$ cat config.mk
export PLATFORM = sky130hd
export DESIGN_NAME = reset_source_supervisor
export DESIGN_NICKNAME = d
export VERILOG_FILES = /design/src/core/reset_supervisor_pkg.sv /design/src/core/reset_source_supervisor.sv
export VERILOG_INCLUDE_DIRS = /design/src /design/src/core
export SDC_FILE = /design/constraint.sdc
export NUM_CORES = 1
export LEC_CHECK = 0
export BUFFER_PORTS_ARGS = -buffer_cell sky130_fd_sc_hd__buf_2
export CORE_MARGIN = 10
export CORE_UTILIZATION = 50
export DETAILED_ROUTE_END_ITERATION = 7
export PLACE_DENSITY = 0.8
export SETUP_SLACK_MARGIN = 0.3
export SYNTH_ARGS = -nofsm -noshare
export SYNTH_HDL_FRONTEND = slang
export SYNTH_SLANG_ARGS = --single-unit
$ cat constraint.sdc
create_clock -name clk -period 2.6 [get_ports clk]
set_input_delay 0.52 -clock clk [delete_from_list [all_inputs] [get_ports clk]]
set_output_delay 0.52 -clock clk [all_outputs]
set_load 0.02 [all_outputs]
$ cat src/core/reset_supervisor_cfg.svh
// Offsets, field positions, reset values and times in ns and us of the reset supervisor
// How it works
// Power-on pulse lasts at least 150 ns, longer while a supply ramps
// After boot the power-on monitor is off, precise monitor takes over
// Precise monitor trip gives the same reset as power-on
// Software cannot stop digital precise monitor; analog part follows analog regulator
// Precise monitor off in sleep and hibernate, on only during buzz
// Low-voltage trip levels 1.70 V to 5.45 V in 250 mV steps
// High-voltage monitor trips at fixed 5.75 V and raises an interrupt
// Each low-voltage monitor may reset the device instead of interrupting
// Range monitors off until power-on done; in sleep only at buzz
// Buzz interrupt first wakes the device, then is presented
// Software sets buzz interval shorter than any supply excursion
// Low reset pin holds reset like power-on; pin has pull-up
// Reset pin works in sleep and hibernate
// External driver waits 10 us before asserting the pin again
// Software reset bit, written by processor or DMA, resets like power-on
// A separate bit blocks the software reset bit
// Watchdog not restarted within its period resets the device
// Power-on leaves watchdog disabled; firmware enables it by a bit
// Watchdog enable stays set; only power-on clears it
// Status register records resets and monitor interrupts; power-on clears it
// System reset covers processor, peripherals and their registers
// All sources ORed into one reset; pin synchronised before use
`ifndef RESET_SUPERVISOR_CFG_SVH
`define RESET_SUPERVISOR_CFG_SVH

`define RSS_CLK_PERIOD_NS   10
`define RSS_RST_MIN_NS      150
`define RSS_EXTERNAL_RESET_PIN_N_GAP_US     10

`define RSS_OFF_CTRL        8'h00
`define RSS_OFF_LEVEL       8'h04
`define RSS_OFF_BUZZ        8'h08
`define RSS_OFF_WDT_CTRL    8'h0C
`define RSS_OFF_WDT_PERIOD  8'h10
`define RSS_OFF_STATUS      8'h14
`define RSS_OFF_STATE       8'h18

`define RSS_CTRL_SW_RESET   0
`define RSS_CTRL_SW_BLOCK   1
`define RSS_CTRL_ANA_REG    2
`define RSS_CTRL_ALV_EN     3
`define RSS_CTRL_DLV_EN     4
`define RSS_CTRL_AHV_EN     5
`define RSS_CTRL_ALV_RST    6
`define RSS_CTRL_DLV_RST    7
`define RSS_WDT_ENABLE      0
`define RSS_WDT_KICK        1

`define RSS_CTRL_RST        8'h04
`define RSS_LEVEL_RST       8'h00
`define RSS_BUZZ_RST        16'h03E8
`define RSS_WDT_PERIOD_RST  32'h000F_4240

`endif

$ cat src/core/reset_supervisor_pkg.sv
// Types shared by the reset supervisor
package reset_supervisor_pkg;

	typedef enum logic [1:0] {
		ST_HOLD = 2'b00,
		ST_BOOT = 2'b01,
		ST_RUN  = 2'b11
	} sup_state_e;

	typedef struct packed {
		logic ahvIrq;
		logic dlvIrq;
		logic alvIrq;
		logic lvReset;
		logic wdtReset;
		logic swReset;
		logic extReset;
		logic presReset;
		logic porReset;
	} status_s;

	typedef struct packed {
		logic dlvResetMode;
		logic alvResetMode;
		logic ahvEnable;
		logic dlvEnable;
		logic alvEnable;
		logic analogRegEnable;
		logic swResetBlock;
		logic swResetReq;
	} ctrl_s;

	typedef struct packed {
		logic [3:0] digitalLowLevel;
		logic [3:0] analogLowLevel;
	} level_s;

endpackage : reset_supervisor_pkg

$ cat src/core/reset_source_supervisor.sv
// Reset source collector, supply monitor control, watchdog and APB registers
//
// Decided for this implementation: the placing of the registers and the APB slave port.
`timescale 1ns/1ps
`include "reset_supervisor_cfg.svh"

module reset_source_supervisor #(
	parameter int ADDR_W   = 8,
	parameter int WDT_W    = 32,
	parameter int BUZZ_W   = 16,
	parameter int BUZZ_LEN = 8
) (
	input  wire logic              clk,
	input  wire logic              rst_n,
	input  wire logic [ADDR_W-1:0] paddr,
	input  wire logic              psel,
	input  wire logic              penable,
	input  wire logic              pwrite,
	input  wire logic [31:0]       pwdata,
	output logic                   pready,
	output logic [31:0]            prdata,
	output logic                   pslverr,
	input  wire logic              powerOnTrip,
	input  wire logic              presDigitalTrip,
	input  wire logic              presAnalogTrip,
	input  wire logic              analogLowTrip,
	input  wire logic              digitalLowTrip,
	input  wire logic              analogHighTrip,
	input  wire logic              externalResetPin_n,
	input  wire logic              sleepMode,
	input  wire logic              hibernateMode,
	input  wire logic              bootDone,
	output logic                   systemReset_n,
	output logic                   powerOnMonitorEn,
	output logic                   presDigitalEn,
	output logic                   presAnalogEn,
	output logic                   rangeMonitorEn,
	output logic                   analogRegulatorEn,
	output logic [3:0]             analogLowLevel,
	output logic [3:0]             digitalLowLevel,
	output logic                   buzzActive,
	output logic                   wakeupRequest,
	output logic                   monitorIrq
);

	localparam int ResetMinCycles = (`RSS_RST_MIN_NS + `RSS_CLK_PERIOD_NS - 1)
		/ `RSS_CLK_PERIOD_NS;

	generate
		if (WDT_W < 2 || WDT_W > 32 || BUZZ_W < 2 || BUZZ_W > 32 || BUZZ_LEN < 1
			|| (BUZZ_W < 31 && BUZZ_LEN >= (1 << BUZZ_W)) || ADDR_W < 5 || ADDR_W > 32
			|| ResetMinCycles > 31) begin : g_badParam
			$error("reset_source_supervisor: unsupported parameter value");
		end
	endgenerate

	function automatic logic apbWrite(input logic [ADDR_W-1:0] addr,
		input logic [7:0] offset);
		apbWrite = psel && penable && pwrite && (addr == ADDR_W'(offset));
	endfunction : apbWrite

	reset_supervisor_pkg::sup_state_e state_q;
	reset_supervisor_pkg::sup_state_e state_d;
	reset_supervisor_pkg::status_s    status_q;
	reset_supervisor_pkg::status_s    statusSet;
	reset_supervisor_pkg::status_s    statusClr;
	reset_supervisor_pkg::ctrl_s      ctrl_q;
	reset_supervisor_pkg::level_s     level_q;

	logic [BUZZ_W-1:0] buzzInterval_q;
	logic [BUZZ_W-1:0] buzzCnt_q;
	logic              buzzWin_q;
	logic [WDT_W-1:0]  wdtPeriod_q;
	logic [WDT_W-1:0]  wdtCnt_q;
	logic              wdtEnable_q;
	logic              xresMeta_q;
	logic              xresSync_q;
	logic [4:0]        holdCnt_q;
	logic              porMonitorEn_q;
	logic              porActive;
	logic              powerOnClear;
	logic              awake;
	logic              monitorWindow;
	logic              presTrip;
	logic              alvTrip;
	logic              dlvTrip;
	logic              ahvTrip;
	logic              lvResetTrip;
	logic              swResetFire;
	logic              wdtKick;
	logic              wdtFire;
	logic              anySource;
	logic              inHold;

	// Power-on monitor only counts until boot hands over
	assign porActive    = porMonitorEn_q && powerOnTrip;
	assign powerOnClear = !rst_n || porActive;
	assign inHold       = (state_q == reset_supervisor_pkg::ST_HOLD);
	assign awake        = !sleepMode && !hibernateMode;
	assign monitorWindow = (state_q == reset_supervisor_pkg::ST_RUN)
		&& (awake || (sleepMode && !hibernateMode && buzzWin_q));

	// Pin synchroniser; only the second stage is used
	// Starts at the pull-up level so a block reset records no false pin reset
	always_ff @(posedge clk) begin
		if (!rst_n) begin
			xresMeta_q <= 1'b1;
			xresSync_q <= 1'b1;
		end else begin
			xresMeta_q <= externalResetPin_n;
			xresSync_q <= xresMeta_q;
		end
	end

	assign presTrip = (presDigitalEn && presDigitalTrip)
		|| (presAnalogEn && presAnalogTrip);
	assign alvTrip  = rangeMonitorEn && ctrl_q.alvEnable && analogLowTrip;
	assign dlvTrip  = rangeMonitorEn && ctrl_q.dlvEnable && digitalLowTrip;
	assign ahvTrip  = rangeMonitorEn && ctrl_q.ahvEnable && analogHighTrip;
	assign lvResetTrip = (alvTrip && ctrl_q.alvResetMode)
		|| (dlvTrip && ctrl_q.dlvResetMode);

	assign swResetFire = apbWrite(paddr, `RSS_OFF_CTRL) && pwdata[`RSS_CTRL_SW_RESET]
		&& !ctrl_q.swResetBlock;
	assign wdtKick = apbWrite(paddr, `RSS_OFF_WDT_CTRL) && pwdata[`RSS_WDT_KICK];

	assign anySource = porActive || presTrip || !xresSync_q || swResetFire
		|| wdtFire || lvResetTrip;

	// Hold counter stretches every source to the least reset width
	always_ff @(posedge clk) begin
		if (!rst_n) begin
			holdCnt_q <= 5'(ResetMinCycles);
		end else if (anySource) begin
			holdCnt_q <= 5'(ResetMinCycles);
		end else if (holdCnt_q != 5'h00) begin
			holdCnt_q <= holdCnt_q - 5'h01;
		end
	end

	always_comb begin
		state_d = state_q;
		case (state_q)
			reset_supervisor_pkg::ST_HOLD: begin
				if (!anySource && holdCnt_q == 5'h00) begin
					state_d = reset_supervisor_pkg::ST_BOOT;
				end
			end
			reset_supervisor_pkg::ST_BOOT: begin
				if (anySource) begin
					state_d = reset_supervisor_pkg::ST_HOLD;
				end else if (bootDone) begin
					state_d = reset_supervisor_pkg::ST_RUN;
				end
			end
			reset_supervisor_pkg::ST_RUN: begin
				if (anySource) begin
					state_d = reset_supervisor_pkg::ST_HOLD;
				end
			end
			default: state_d = reset_supervisor_pkg::ST_HOLD;
		endcase
	end

	always_ff @(posedge clk) begin
		if (!rst_n) begin
			state_q <= reset_supervisor_pkg::ST_HOLD;
		end else begin
			state_q <= state_d;
		end
	end

	// One reset line for processor, peripherals and their registers
	always_ff @(posedge clk) begin
		if (!rst_n) begin
			systemReset_n <= 1'b0;
		end else begin
			systemReset_n <= (state_d != reset_supervisor_pkg::ST_HOLD);
		end
	end

	always_ff @(posedge clk) begin
		if (!rst_n) begin
			porMonitorEn_q <= 1'b1;
		end else if (state_q == reset_supervisor_pkg::ST_BOOT && bootDone) begin
			porMonitorEn_q <= 1'b0;
		end
	end
	assign powerOnMonitorEn = porMonitorEn_q;

	// Monitor enables; digital precise part has no software control
	always_ff @(posedge clk) begin
		if (!rst_n) begin
			presDigitalEn  <= 1'b0;
			presAnalogEn   <= 1'b0;
			rangeMonitorEn <= 1'b0;
		end else begin
			presDigitalEn  <= monitorWindow && !porMonitorEn_q;
			presAnalogEn   <= monitorWindow && !porMonitorEn_q && ctrl_q.analogRegEnable;
			rangeMonitorEn <= monitorWindow && !porMonitorEn_q;
		end
	end

	// Sleep buzz timer: interval, then a short sampling window
	always_ff @(posedge clk) begin
		if (!rst_n || inHold || !sleepMode || hibernateMode) begin
			buzzCnt_q <= '0;
			buzzWin_q <= 1'b0;
		end else if (buzzWin_q) begin
			if (buzzCnt_q >= BUZZ_W'(BUZZ_LEN - 1)) begin
				buzzCnt_q <= '0;
				buzzWin_q <= 1'b0;
			end else begin
				buzzCnt_q <= buzzCnt_q + 1'b1;
			end
		end else if (buzzCnt_q >= buzzInterval_q) begin
			buzzCnt_q <= '0;
			buzzWin_q <= 1'b1;
		end else begin
			buzzCnt_q <= buzzCnt_q + 1'b1;
		end
	end
	assign buzzActive = buzzWin_q;

	// Watchdog: counts while enabled, restarted by a kick write
	always_ff @(posedge clk) begin
		if (powerOnClear) begin
			wdtEnable_q <= 1'b0;
		end else if (apbWrite(paddr, `RSS_OFF_WDT_CTRL) && pwdata[`RSS_WDT_ENABLE]) begin
			wdtEnable_q <= 1'b1;
		end
	end

	assign wdtFire = wdtEnable_q && !inHold && (wdtCnt_q >= wdtPeriod_q);

	always_ff @(posedge clk) begin
		if (!rst_n || inHold || !wdtEnable_q || wdtKick || wdtFire) begin
			wdtCnt_q <= '0;
		end else begin
			wdtCnt_q <= wdtCnt_q + 1'b1;
		end
	end

	// Control registers return to defaults on every system reset
	always_ff @(posedge clk) begin
		if (!rst_n || inHold) begin
			ctrl_q         <= reset_supervisor_pkg::ctrl_s'(`RSS_CTRL_RST);
			level_q        <= reset_supervisor_pkg::level_s'(`RSS_LEVEL_RST);
			buzzInterval_q <= BUZZ_W'(`RSS_BUZZ_RST);
			wdtPeriod_q    <= WDT_W'(`RSS_WDT_PERIOD_RST);
		end else begin
			if (apbWrite(paddr, `RSS_OFF_CTRL)) begin
				ctrl_q            <= reset_supervisor_pkg::ctrl_s'(pwdata[7:0]);
				ctrl_q.swResetReq <= 1'b0;
			end
			if (apbWrite(paddr, `RSS_OFF_LEVEL)) begin
				level_q <= reset_supervisor_pkg::level_s'(pwdata[7:0]);
			end
			if (apbWrite(paddr, `RSS_OFF_BUZZ)) begin
				buzzInterval_q <= pwdata[BUZZ_W-1:0];
			end
			if (apbWrite(paddr, `RSS_OFF_WDT_PERIOD)) begin
				wdtPeriod_q <= pwdata[WDT_W-1:0];
			end
		end
	end

	assign analogRegulatorEn = ctrl_q.analogRegEnable;
	assign analogLowLevel    = level_q.analogLowLevel;
	assign digitalLowLevel   = level_q.digitalLowLevel;

	// Status record: sticky, write one to clear, a new event beats the clear
	always_comb begin
		statusSet           = '0;
		statusSet.porReset  = porActive;
		statusSet.presReset = presTrip;
		statusSet.extReset  = !xresSync_q;
		statusSet.swReset   = swResetFire;
		statusSet.wdtReset  = wdtFire;
		statusSet.lvReset   = lvResetTrip;
		statusSet.alvIrq    = alvTrip && !ctrl_q.alvResetMode;
		statusSet.dlvIrq    = dlvTrip && !ctrl_q.dlvResetMode;
		statusSet.ahvIrq    = ahvTrip;
		statusClr           = '0;
		if (apbWrite(paddr, `RSS_OFF_STATUS)) begin
			statusClr = reset_supervisor_pkg::status_s'(pwdata[8:0]);
		end
	end

	always_ff @(posedge clk) begin
		if (!rst_n) begin
			status_q <= '0;
		end else if (porActive) begin
			status_q           <= '0;
			status_q.porReset  <= 1'b1;
		end else begin
			status_q <= (status_q & ~statusClr) | statusSet;
		end
	end

	// Interrupts raised in a buzz wake the device first
	always_ff @(posedge clk) begin
		if (!rst_n) begin
			wakeupRequest <= 1'b0;
			monitorIrq    <= 1'b0;
		end else begin
			wakeupRequest <= (status_q.alvIrq || status_q.dlvIrq || status_q.ahvIrq)
				&& !awake;
			monitorIrq    <= (status_q.alvIrq || status_q.dlvIrq || status_q.ahvIrq)
				&& awake && !inHold;
		end
	end

	// APB slave: zero wait states, error on unmapped offsets
	assign pready = 1'b1;

	always_ff @(posedge clk) begin
		if (!rst_n) begin
			prdata  <= 32'h0000_0000;
			pslverr <= 1'b0;
		end else if (psel && !penable) begin
			pslverr <= 1'b0;
			prdata  <= 32'h0000_0000;
			case (paddr)
				ADDR_W'(`RSS_OFF_CTRL):       prdata[7:0] <= 8'(ctrl_q);
				ADDR_W'(`RSS_OFF_LEVEL):      prdata[7:0] <= 8'(level_q);
				ADDR_W'(`RSS_OFF_BUZZ):       prdata[BUZZ_W-1:0] <= buzzInterval_q;
				ADDR_W'(`RSS_OFF_WDT_CTRL):   prdata[`RSS_WDT_ENABLE] <= wdtEnable_q;
				ADDR_W'(`RSS_OFF_WDT_PERIOD): prdata[WDT_W-1:0] <= wdtPeriod_q;
				ADDR_W'(`RSS_OFF_STATUS):     prdata[8:0] <= 9'(status_q);
				ADDR_W'(`RSS_OFF_STATE): begin
					prdata[1:0] <= 2'(state_q);
					prdata[2]   <= porMonitorEn_q;
					prdata[3]   <= presDigitalEn;
					prdata[4]   <= presAnalogEn;
					prdata[5]   <= rangeMonitorEn;
					prdata[6]   <= buzzWin_q;
					prdata[7]   <= xresSync_q;
				end
				default:                      pslverr <= 1'b1;
			endcase
		end
	end

endmodule : reset_source_supervisor

# Word level (Yosys, flattened, before mapping)
# Cells that the tools add are included.
dict set report totals {
  input_bits 55
  regBits 170
  mem_count 0
  romBits 0
  output_inout_bits 51
  wordCells 150
  ram_bits 0
  latch_bits 0
}
dict set report classes {
  n_reduce_logical 77
  add_sub_neg 3
  mux 19
  n_shift 0
  n_bitwise 4
  n_lt_le_gt_ge 3
  n_eq_ne 8
  n_div 0
  mul 0
}
# operator count
set op_table {}
lappend op_table {{$mux W16} 4}
lappend op_table {{$pmux W7 S6} 1}
lappend op_table {{$logic_and A1 B1 Y1} 39}
lappend op_table {{$add A32 B1 Y32 const B} 1}
lappend op_table {{$ge A32 B32 Y1} 1}
lappend op_table {{$eq A8 B5 Y1 const B} 3}
lappend op_table {{$logic_or A1 B1 Y1} 17}
lappend op_table {{$add A16 B1 Y16 const B} 1}
lappend op_table {{$eq A8 B4 Y1 const B} 2}
lappend op_table {{$ge A16 B16 Y1} 1}
lappend op_table {{$ge A16 B3 Y1 const B} 1}
lappend op_table {{$pmux W7 S2} 1}
lappend op_table {{$logic_not A1 Y1} 13}
lappend op_table {{$and A9 B9 Y9} 1}
lappend op_table {{$mux W9} 1}
lappend op_table {{$not A9 Y9} 1}
lappend op_table {{$or A9 B9 Y9} 1}
lappend op_table {{$eq A8 B3 Y1 const B} 1}
lappend op_table {{$logic_not A8 Y1} 1}
lappend op_table {{$mux W2} 4}
lappend op_table {{$reduce_or A7 Y1} 1}
lappend op_table {{$pmux W1 S6} 1}
lappend op_table {{$pmux W2 S3} 1}
lappend op_table {{$logic_not A5 Y1} 1}
lappend op_table {{other kinds (10)} 15}

# Logic depth before layout (Yosys ltp)
# Gate-level depths: netlist (run 1).
dict set report logic_depth {
  depth_word 13
  ltp_mapped 10
  depth_no_buf 8
}

# Worst setup path before layout (run 1)
# Ideal clock, no wire load.
dict set report synth_timing {
  kind {input to register}
  start {in paddr[4]}
  end {reg holdCnt_q[1]}
  required_ns 2.473
  arrival_ns 2.191
  path_buffers 2
  setup_time_ns 0.127
  path_slack_ns 0.282
  path_stages 7
  path_cell_list {clkbuf_1 > nor3_4 > nand3_4 > nor3b_1 > or4_1 > buf_2 > or3b_1}
}
dict set report synth_between {
  elab_chain_cells 8
}
# element line_no
set synth_lines {}
lappend synth_lines {{start: declaration} reset_source_supervisor.sv:15} ;# input wire logic [ADDR_W-1:0] paddr,
lappend synth_lines {{$logic_not A8 Y1} reset_source_supervisor.sv:59} ;# apbWrite = psel && penable && pwrite && (addr == ADDR_W'(offset));
lappend synth_lines {{$logic_and A1 B1 Y1} reset_source_supervisor.sv:59}
lappend synth_lines {{$logic_and A1 B1 Y1 (2 in series)} reset_source_supervisor.sv:123} ;# assign swResetFire = apbWrite(paddr, `RSS_OFF_CTRL) && pwdata[`RSS_CTRL_SW_RESET]
lappend synth_lines {{$logic_or A1 B1 Y1} reset_source_supervisor.sv:127} ;# assign anySource = porActive || presTrip || !xresSync_q || swResetFire
lappend synth_lines {{$logic_or A1 B1 Y1 (2 in series)} reset_source_supervisor.sv:128} ;# || wdtFire || lvResetTrip;
lappend synth_lines {{$reduce_or A2 Y1 (no line)} -}
lappend synth_lines {{end signal: assignment} reset_source_supervisor.sv:133} ;# holdCnt_q <= 5'(ResetMinCycles);
lappend synth_lines {{end signal: assignment} reset_source_supervisor.sv:135} ;# holdCnt_q <= 5'(ResetMinCycles);
lappend synth_lines {{end signal: assignment} reset_source_supervisor.sv:137} ;# holdCnt_q <= holdCnt_q - 5'h01;
lappend synth_lines {{end: declaration} reset_source_supervisor.sv:78} ;# logic [4:0] holdCnt_q;
# Every way passes these cells.
# A chain may end at the register's enable or synchronous reset.

# Final worst setup path (run 1)
dict set report layout_timing {
  start {reg wdtPeriod_q[5]}
  end {reg holdCnt_q[2]}
}
dict set report layout_between {
  elab_chain_cells 5
}
# element line_no
set layout_lines {}
lappend layout_lines {{start: declaration} reset_source_supervisor.sv:73} ;# logic [WDT_W-1:0] wdtPeriod_q;
lappend layout_lines {{start signal: assignment} reset_source_supervisor.sv:250} ;# wdtPeriod_q <= WDT_W'(`RSS_WDT_PERIOD_RST);
lappend layout_lines {{start signal: assignment} reset_source_supervisor.sv:263} ;# wdtPeriod_q <= pwdata[WDT_W-1:0];
lappend layout_lines {{$ge A32 B32 Y1} reset_source_supervisor.sv:234} ;# assign wdtFire = wdtEnable_q && !inHold && (wdtCnt_q >= wdtPeriod_q);
lappend layout_lines {{$logic_and A1 B1 Y1} reset_source_supervisor.sv:234}
lappend layout_lines {{$logic_or A1 B1 Y1 (2 in series)} reset_source_supervisor.sv:128}
lappend layout_lines {{$reduce_or A2 Y1 (no line)} -}
# Every way passes these cells.

==> summary.txt, run 1 <==
Yosys
  • Top-area cell type share of the netlist area: 0.417
  • Cells after Synth: 981
  • Synthesized cell area: 0.00816 mm2
  • Top cells by count, synth: dfxtp_1 (170), nand2_1 (164), a21oi_1 (82)
  • Post-synth top flop: dfxtp_1
  • Syn nets: 1087
  • Most common cell in the netlist: dfxtp_1
  • Syn_area_per_cell: 8.32 um2
  • Synth warnings: 0
  • Yosys reg bits: 170
  • Top cells by area, synth: dfxtp_1 (42%), ha_1 (7.8%), nand2_1 (7.5%)
  • Post-synthesis cell type count: 57
  • EDFF count, synth: 0
  • Register area share after synthesis: 0.417
  • Synth area leader: dfxtp_1
  • Share of async-settable or async-resettable flops after synthesis: 0

Setup path
  • Largest stage delay, worst path: 0.37 ns
  • CP Class: reg -> reg
  • Critical Path Fanout Max: 6
  • Startpoint types: flop
  • Crit path max-delay cell type: dfxtp_1
  • Critical path capture point type: flop
  • Crit path DAT: 2.55 ns
  • Critical Path RT: 2.92 ns
  • Critical-path cell list: inv_1 -> ha_1 -> a21oi_1 -> o21ai_0 -> a41oi_2 -> o41ai_2 -> buf_4 -> a31o_4 -> a221o_1

Min path
  • Worst hold path class: in -> reg

Timing
  • RSZ-0062 raised after global routing: true
  • Slew of the pin with the lowest slew margin: 1.07 ns
  • Total negative slack: 0 ns
  • Fin. max-slew vios: 0
  • Headroom to the max-slew limit: 0.282
  • WHS: 0.274 ns
  • Clock skew: 0.0113 ns
  • Final hold violations: 0
  • Max frequency: 447 MHz
  • Setup violations, final: 0
  • Final worst path period share: 0.860
  • Final min period: 2.24 ns

Routing
  • Via/cell ratio: 5.69
  • ANT nets after route: 0
  • Routed WL per cell: 17.5 um
  • DRC errors left: 0
  • DR iter-0 viols: 641
  • Routed via count: 7493
  • TritonRoute pass-1 iters: 5
  • Routed wire length: 23000 um

Floorplanning
  • Chip Width: 148 um
  • Die height: 148 um
  • Starting Density: 0.512
  • Core ar.: 0.0159 mm2
  • Die area: 0.0218 mm2
  • I/O pin cnt: 106
  • Placement Rows: 46

Global routing
  • M3 GR Usage: 0.0513
  • Met1 usage: 0.259
  • Gr ovfl total: 0
  • Gr busiest metal: met2
  • Initial antenna violation count: 0
  • Gr usage total: 0.207
  • Pin count of the biggest net entering global routing: 38
  • Vias in the first global route: 7173
  • First-pass GRT wire length: 37100 um
  • Met2 usage: 0.345

Cells and area
  • Layout cells sized above 1: 0.191
  • N_diodes: 0
  • Final #Nets: 1194
  • Synth-to-Final Area Change: 20.5%

Clock network
  • Clock Path Buffers: 2
  • Total number of H-tree levels: 4
  • Root Driver: clkbuf_16
  • Total CTS buffers: 17
  • Clk sinks: 170
  • Clock transition at path regs: 0.07 ns
  • Clock Latency Late Sink: 0.43 ns
  • CTS tree: done
  • Hold Buf Count CTS: 0

Placement
  • Placer Congestion: 0.943
  • PortBufs: 104
  • Post-DP HPWL: 16800 um

Pwr
  • VDD IR max: 0.000549 V
  • LEAKAGE: 3.81 nW
  • PwrDens: 565 mW/mm2

Status
  • Outcome: complete, no violations

Run
  • Max-Cap Viols: 0
[final timing paths]
check / from / depth (start not counted) / end / slack [ns]
max: wdtPeriod_q[5]$_SDFFE_PP0P_ / 9 / holdCnt_q[2]$_SDFFE_PP1P_ / 0.36
min: externalResetPin_n / 2 / xresMeta_q$_SDFF_PN1_ / 0.27
max reg2reg: wdtPeriod_q[5]$_SDFFE_PP0P_ / 9 / holdCnt_q[2]$_SDFFE_PP1P_ / 0.36
min reg2reg: xresMeta_q$_SDFF_PN1_ / 1 / xresSync_q$_SDFF_PN1_ / 0.43
[flip-flops by register name, summed over array words and instances (netlist names), 5 cells and up]
signal and cells:
status_q 9, buzzCnt_q 16, prdata 32, wdtPeriod_q 32, holdCnt_q 5, buzzInterval_q 16, ctrl_q 6, wdtCnt_q 32
[kinds of logic (layout without fill, tap and decap cells)]
family,count (synthesis),count (layout),share of synthesized area
AO/OA/AOI/OAI,193,193,0.150
XOR/XNOR,47,47,0.0505
adder cells (fa/ha/maj),51,51,0.0782
buffers and inverters,114,234,0.0566
flip-flops,170,170,0.417
multiplexers,10,10,0.0140
other,1,1,0.000460
AND/OR/NAND/NOR,395,395,0.233
[per-layer routing]
layer / up-vias / wire length (um) / part of all wire
li1: 3603 / - / -
met1: 3564 / 9680 / 0.42
met2: 289 / 11100 / 0.48
met3: 37 / 1850 / 0.080
met4: 0 / 429 / 0.019
met5: - / 0 / 0
[layout make-up]
type / instances / area, um2
Clock inverter: 9 / 133
Sequential cell: 170 / 3410
Multi-Input combinational cell: 697 / 4430
Inverter: 61 / 229
Clock buffer: 23 / 508
Fill cell: 1362 / 6110
Timing Repair Buffer: 141 / 852
Tap cell: 216 / 270
[cells in the final DEF, fill, tap and decap left out, types with 3 or more instances in the layout]
cell       count
dfxtp_1      167
nand2_1      164
buf_2        104
a21oi_1       80
inv_1         61
nor2_1        61
ha_1          51
nand3_1       50
buf_4         32
nor3_1        30
xor2_1        28
o21ai_0       23
xnor2_1       19
a221oi_1      18
a21boi_0      17
clkbuf_16     17
nand4_1       16
o211ai_1      13
nor3b_1       13
nor3_2         9
and3_1         8
nor2b_1        8
mux2i_1        8
nand2b_1       7
a22o_1         6
a21o_1         6
clkbuf_8       6
and2_1         5
and4_1         4
buf_12         4
a22oi_1        3
nor4_2         3
a211oi_1       3
nor4_1         3
bufinv_16      3
dfxtp_2        3
[critical path, delay by kind of cell, from the launching register on]
kind / cells / cell delay [ns]
AOI/OAI and AO/OA: 6 / 1.20
adders and majority gates: 1 / 0.32
buffers and inverters: 2 / 0.22
DFF: 1 / 0.37
[stage by stage]
step                utilization  instance area [um2]  total power [W]  cells  setup slack [ns]
floorplan                     -                 8160          0.00279    981             0.305
CTS                       0.609                 9710          0.00558   1314             0.324
finish                    0.617                 9830          0.00556   1317             0.365
global route              0.617                 9830          0.00570   1317             0.281
global placement          0.567                 9040          0.00289   1282             0.176
detailed placement        0.567                 9040          0.00289   1282             0.131
[repair_timing]
| item | 4_1_cts | 5_1_grt |
|---|---|---|
| endpoints found under the setup margin | 32 | 51 |
| pin swaps | 1 | 6 |
| buffers inserted | 0 | 3 |
| endpoints found under the hold margin | 0 | 0 |
| resized for setup | 5 | 22 |
[report_power, final]
part / internal (W) / total [W] / switching (W)
combinational: 0.0000765 / 0.000207 / 0.000131
clock: 0.00167 / 0.00272 / 0.00105
sequential: 0.00262 / 0.00263 / 0.0000100
(Power assumes the default switching activity.)
==> run 2, diff against run 1 <==
Settings changed: BUFFER_PORTS_ARGS -buffer_cell sky130_fd_sc_hd__buf_2 to -buffer_cell sky130_fd_sc_hd__buf_4, CORE_UTILIZATION 50 to 56, PLACE_DENSITY 0.8 to 0.87.
==> summary.txt, run 2 (synthesis gave the netlist of run 1 again) <==
Status
  • Outcome: complete, no violations

Floorplanning
  • Die area: 0.0198 mm2
  • I/O pin cnt: 106
  • Die height: 141 um
  • Core ar.: 0.0144 mm2
  • Chip Width: 141 um
  • Starting Density: 0.566
  • Placement Rows: 44

Cells and area
  • Final core area utilization: 0.696
  • Layout cells sized above 1: 0.195
  • Synth-to-Final Area Change: 23.0%
  • Most common cell after layout, fill and taps aside: nand2_1
  • Final #Nets: 1193
  • Design area: 0.0100 mm2
  • Most frequent cells in the layout: nand2_1 (164), dfxtp_1 (163), buf_4 (136)
  • N_diodes: 0
  • Largest registers: prdata x32, wdtCnt_q x32, wdtPeriod_q x32

Run
  • Max-Cap Viols: 0

Pwr
  • LEAKAGE: 3.84 nW
  • P_sw: 0.00124 W
  • PwrDens: 540 mW/mm2
  • Part of the power in registers: 0.487
  • Switching share of power: 0.228
  • Logic pwr share: 0.044
  • Clk network pwr share: 0.470
  • Tot Pwr: 0.00541 W
  • Pint: 0.00418 W
  • VDD IR max: 0.000472 V

Global routing
  • Pin count of the biggest net entering global routing: 51
  • Gr busiest metal: met2
  • Gr usage total: 0.234
  • Met1 usage: 0.280
  • Vias in the first global route: 7446
  • First-pass GRT wire length: 38000 um
  • Initial antenna violation count: 0
  • Met2 usage: 0.391
  • Gr ovfl total: 0
  • M3 GR Usage: 0.0625

Clock network
  • Clock Latency Late Sink: 0.43 ns
  • Total CTS buffers: 17
  • Clock transition at path regs: 0.07 ns
  • Clk sinks: 170
  • Root Driver: clkbuf_16
  • Clock Path Buffers: 2
  • CTS tree: done
  • Total number of H-tree levels: 4

Setup path
  • Crit path DAT: 2.55 ns
  • Largest stage delay, worst path: 0.37 ns
  • Crit path max-delay cell type: dfxtp_1
  • CP Class: reg -> reg
  • Critical path capture point type: flop
  • Top delay family on crit path: compound AO/OA/AOI/OAI gates
  • Critical Path Fanout Max: 3
  • Critical-path cell list: inv_1 -> ha_1 -> nand2_1 -> o21ai_1 -> a221oi_2 -> buf_4 -> a31oi_1 -> a21oi_2 -> or3b_1
  • Startpoint types: flop
  • Crit path buffers/inverters: 2
  • Critical Path RT: 2.91 ns

Placement
  • Post-DP HPWL: 16900 um
  • DP Area: 0.00922 mm2
  • PortBufs: 104
  • Dpl ws: 0.0719 ns
  • Placer Congestion: 0.970

Timing
  • Total negative slack: 0 ns
  • RSZ-0062 raised after global routing: false
  • Setup WS post-layout: 0.359 ns
  • Final hold violations: 0
  • Headroom to the max-slew limit: 0.434
  • Clock skew: 0.00954 ns
  • Final worst path period share: 0.862
  • Max frequency: 446 MHz
  • Setup violations, final: 0
  • Final min period: 2.24 ns
  • Slew of the pin with the lowest slew margin: 0.848 ns
  • Fin. max-slew vios: 0

Routing
  • DR iter-0 viols: 737
  • ANT nets after route: 0
  • Routed via count: 7779
  • Routed WL per cell: 18.9 um
  • Via/cell ratio: 6.06
  • TritonRoute pass-1 iters: 5
  • Routed wire length: 24300 um
  • DRC errors left: 0

Min path
  • Worst hold path class: in -> reg
-- run 2: changes by cell type in the layout (fill, tap and decap cells not counted), moves of 3 or more --
cell      previous run  this run
buf_2              104         0
buf_4               32       136
clkbuf_8             6         1
clkinv_4             0         5
dfxtp_1            167       163
dfxtp_2              3         7
a21oi_2              1         4
nor3_2               9         6
-- run 2: repair_timing --
action | in CTS | in global routing
setup buffers | 1 | 4
resized for setup | 11 | 26
gates cloned | 1 | 0
endpoints found under the setup margin | 31 | 51
pin swaps | 3 | 8
hold buffers | 0 | 0
-- run 2: worst paths after layout --
check | slack (ns) | cells past startpoint | endpoint | startpoint
setup / recovery | 0.36 | 9 | holdCnt_q[1]$_SDFFE_PP1P_ | wdtPeriod_q[22]$_SDFFE_PP0P_
hold / removal | 0.27 | 2 | monitorIrq$_SDFF_PN0_ | hibernateMode
setup reg to reg | 0.36 | 9 | holdCnt_q[1]$_SDFFE_PP1P_ | wdtPeriod_q[22]$_SDFFE_PP0P_
hold reg to reg | 0.43 | 1 | xresSync_q$_SDFF_PN1_ | xresMeta_q$_SDFF_PN1_
-- run 2: through the flow --
stage | hold slack [ns] | std cells
after floorplan | 0.386 | 981
after global placement | 0.404 | 1246
after detailed placement | 0.410 | 1246
after CTS | 0.259 | 1279
after global routing | 0.264 | 1283
final | 0.271 | 1283
-- run 2: power by group through the flow --
stage | logic, W | clock network (W) | registers (W)
after global placement | 0.000228 | 0 | 0.00269
after global routing | 0.000250 | 0.00265 | 0.00263
after detailed placement | 0.000231 | 0 | 0.00269
after CTS | 0.000233 | 0.00256 | 0.00263
final | 0.000237 | 0.00254 | 0.00263
after floorplan | 0.0000813 | 0 | 0.00270
-- run 2: final cells by class --
class,count,area (um2)
Sequential cell,170,3410
Clock buffer,19,443
Tap cell,184,230
Inverter,61,229
Timing Repair Buffer,140,1110
Clock inverter,12,144
Multi-Input combinational cell,697,4470
Fill cell,1103,4390
-- run 2: worst reg2reg max path, delay by kind of cell (launching register included) --
family | cells | cell delay [ns]
simple gates | 2 | 0.50
compound gates | 4 | 0.67
buf+inv | 2 | 0.26
flops | 1 | 0.37
fa+ha+maj | 1 | 0.32
-- run 2: routing by layer --
metal	up-vias	share of wire
li1	3610	-
met1	3703	0.40
met2	384	0.48
met3	82	0.086
met4	0	0.033
met5	-	0
==> run 3, diff against run 2 <==
Settings changed: CELL_PAD_IN_SITES_DETAIL_PLACEMENT set to 1, CELL_PAD_IN_SITES_GLOBAL_PLACEMENT set to 1, CORE_UTILIZATION 56 to 43, PLACE_DENSITY 0.87 to 0.88.
==> summary.txt, run 3 (synthesis gave the netlist of run 1 again) <==
Status
  • Outcome: complete, no violations

Routing
  • ANT nets after route: 0
  • DRC errors left: 0
  • DR iter-0 viols: 637
  • Routed via count: 7935
  • Via/cell ratio: 5.91
  • Routed wire length: 30200 um
  • TritonRoute pass-1 iters: 5
  • Routed WL per cell: 22.5 um

Setup path
  • Largest stage delay, worst path: 0.35 ns
  • Top delay family on crit path: compound AO/OA/AOI/OAI gates
  • Critical Path RT: 2.94 ns
  • WP depth: 9
  • Critical Path Fanout Max: 11
  • FF-to-FF path depth: 9
  • Startpoint types: flop
  • CP Class: reg -> reg
  • Critical path capture point type: flop
  • Crit path max-delay cell type: a221oi_4
  • Crit path DAT: 2.60 ns
  • Critical-path cell list: inv_1 -> ha_4 -> a21oi_2 -> o21ai_2 -> a221oi_4 -> nand3_2 -> a31o_4 -> buf_12 -> a221o_1
  • Crit path buffers/inverters: 2

Pwr
  • VDD IR max: 0.000507 V
  • LEAKAGE: 3.88 nW
  • PwrDens: 535 mW/mm2

Global routing
  • Initial antenna violation count: 0
  • Gr ovfl total: 0
  • Gr usage total: 0.235
  • Vias in the first global route: 8462
  • Pin count of the biggest net entering global routing: 39
  • First-pass GRT wire length: 46200 um

Timing
  • Final worst path period share: 0.873
  • Setup violations, final: 0
  • Setup WS post-layout: 0.331 ns
  • Headroom to the max-slew limit: 0.161
  • Fin. max-slew vios: 0
  • RSZ-0062 raised after global routing: true
  • Slew of the pin with the lowest slew margin: 1.25 ns
  • Final hold violations: 0
  • Final min period: 2.27 ns
  • Clock skew: 0.0135 ns
  • Max frequency: 441 MHz
  • Total negative slack: 0 ns

Floorplanning
  • Die height: 158 um
  • Starting Density: 0.436
  • I/O pin cnt: 106
  • Core ar.: 0.0187 mm2
  • Die area: 0.0249 mm2
  • Placement Rows: 50
  • Chip Width: 158 um

Clock network
  • Clock transition at path regs: 0.07 ns
  • Total number of H-tree levels: 4
  • CTS tree: done
  • Hold Buf Count CTS: 0
  • Clock Path Buffers: 2
  • Clk sinks: 170
  • Total CTS buffers: 17
  • Root Driver: clkbuf_16
  • Clock Latency Late Sink: 0.45 ns

Placement
  • Dpl ws: 0.0100 ns
  • Placer Congestion: 0.912
  • Post-DP HPWL: 20400 um
  • PortBufs: 104

Min path
  • Worst Hold Depth: 2
  • Worst hold path class: in -> reg

Cells and area
  • Largest registers: prdata x32, wdtCnt_q x32, wdtPeriod_q x32
  • Final core area utilization: 0.547
  • Most frequent cells in the layout: nand2_1 (162), dfxtp_1 (151), buf_4 (144)
  • Layout cells sized above 1: 0.218
  • Final #Nets: 1201
  • Most common cell after layout, fill and taps aside: nand2_1
  • Synth-to-Final Area Change: 25.4%
  • Fill count: 2216
  • N_diodes: 0

Run
  • Max-Cap Viols: 0
## run 3: final timing paths
kind | from | to | slack [ns]
min | externalResetPin_n | xresMeta_q$_SDFF_PN1_ | 0.28
max | wdtPeriod_q[23]$_SDFFE_PP0P_ | holdCnt_q[2]$_SDFFE_PP1P_ | 0.33
min reg2reg | xresMeta_q$_SDFF_PN1_ | xresSync_q$_SDFF_PN1_ | 0.41
max reg2reg | wdtPeriod_q[23]$_SDFFE_PP0P_ | holdCnt_q[2]$_SDFFE_PP1P_ | 0.33
## run 3: timing repair
action	in CTS	in global routing
setup buffers	0	1
pin swaps	5	14
gates resized for setup	17	40
setup endpoints to repair	41	56
cloned	0	1
## run 3: report_power, final
part	internal, W	switching [W]
sequential	0.00262	0.0000141
clock	0.00144	0.00114
combinational	0.000108	0.000145
## run 3: final cells by class
| type | instances | area (um2) | area share |
|---|---|---|---|
| tap | 234 | 293 | 0.0286 |
| clock buffer | 18 | 439 | 0.0429 |
| timing repair buffer | 148 | 1170 | 0.114 |
| clock inverter | 14 | 146 | 0.0143 |
| inverter | 61 | 229 | 0.0224 |
| multi-input combinational | 697 | 4530 | 0.443 |
| sequential | 170 | 3430 | 0.335 |
## run 3: per-stage QoR
step,hold slack [ns],instance area [um2],std cells,total power (W)
floorplan,0.386,8160,981,0.00279
global placement,0.395,9370,1308,0.00293
detailed placement,0.396,9370,1308,0.00294
CTS,0.268,10000,1340,0.00548
global route,0.276,10200,1342,0.00562
finish,0.277,10200,1342,0.00547
## run 3: worst register-to-register path, stage by stage, from the launching register on
cell and delay [ns]:
dfxtp_2 0.34, inv_1 0.07, ha_4 0.24, a21oi_2 0.17, o21ai_2 0.09, a221oi_4 0.35, nand3_2 0.14, a31o_4 0.27
buf_12 0.16, a221o_1 0.33
## run 3: metal layers
metal  global-route usage  routed length [um]  vias to the layer above
met5                    0                   0                        -
met4               0.0975                 971                        0
met3               0.0516                1940                       79
met2                0.419               15400                      309
met1                0.265               11900                     3932
li1                     -                   -                     3615
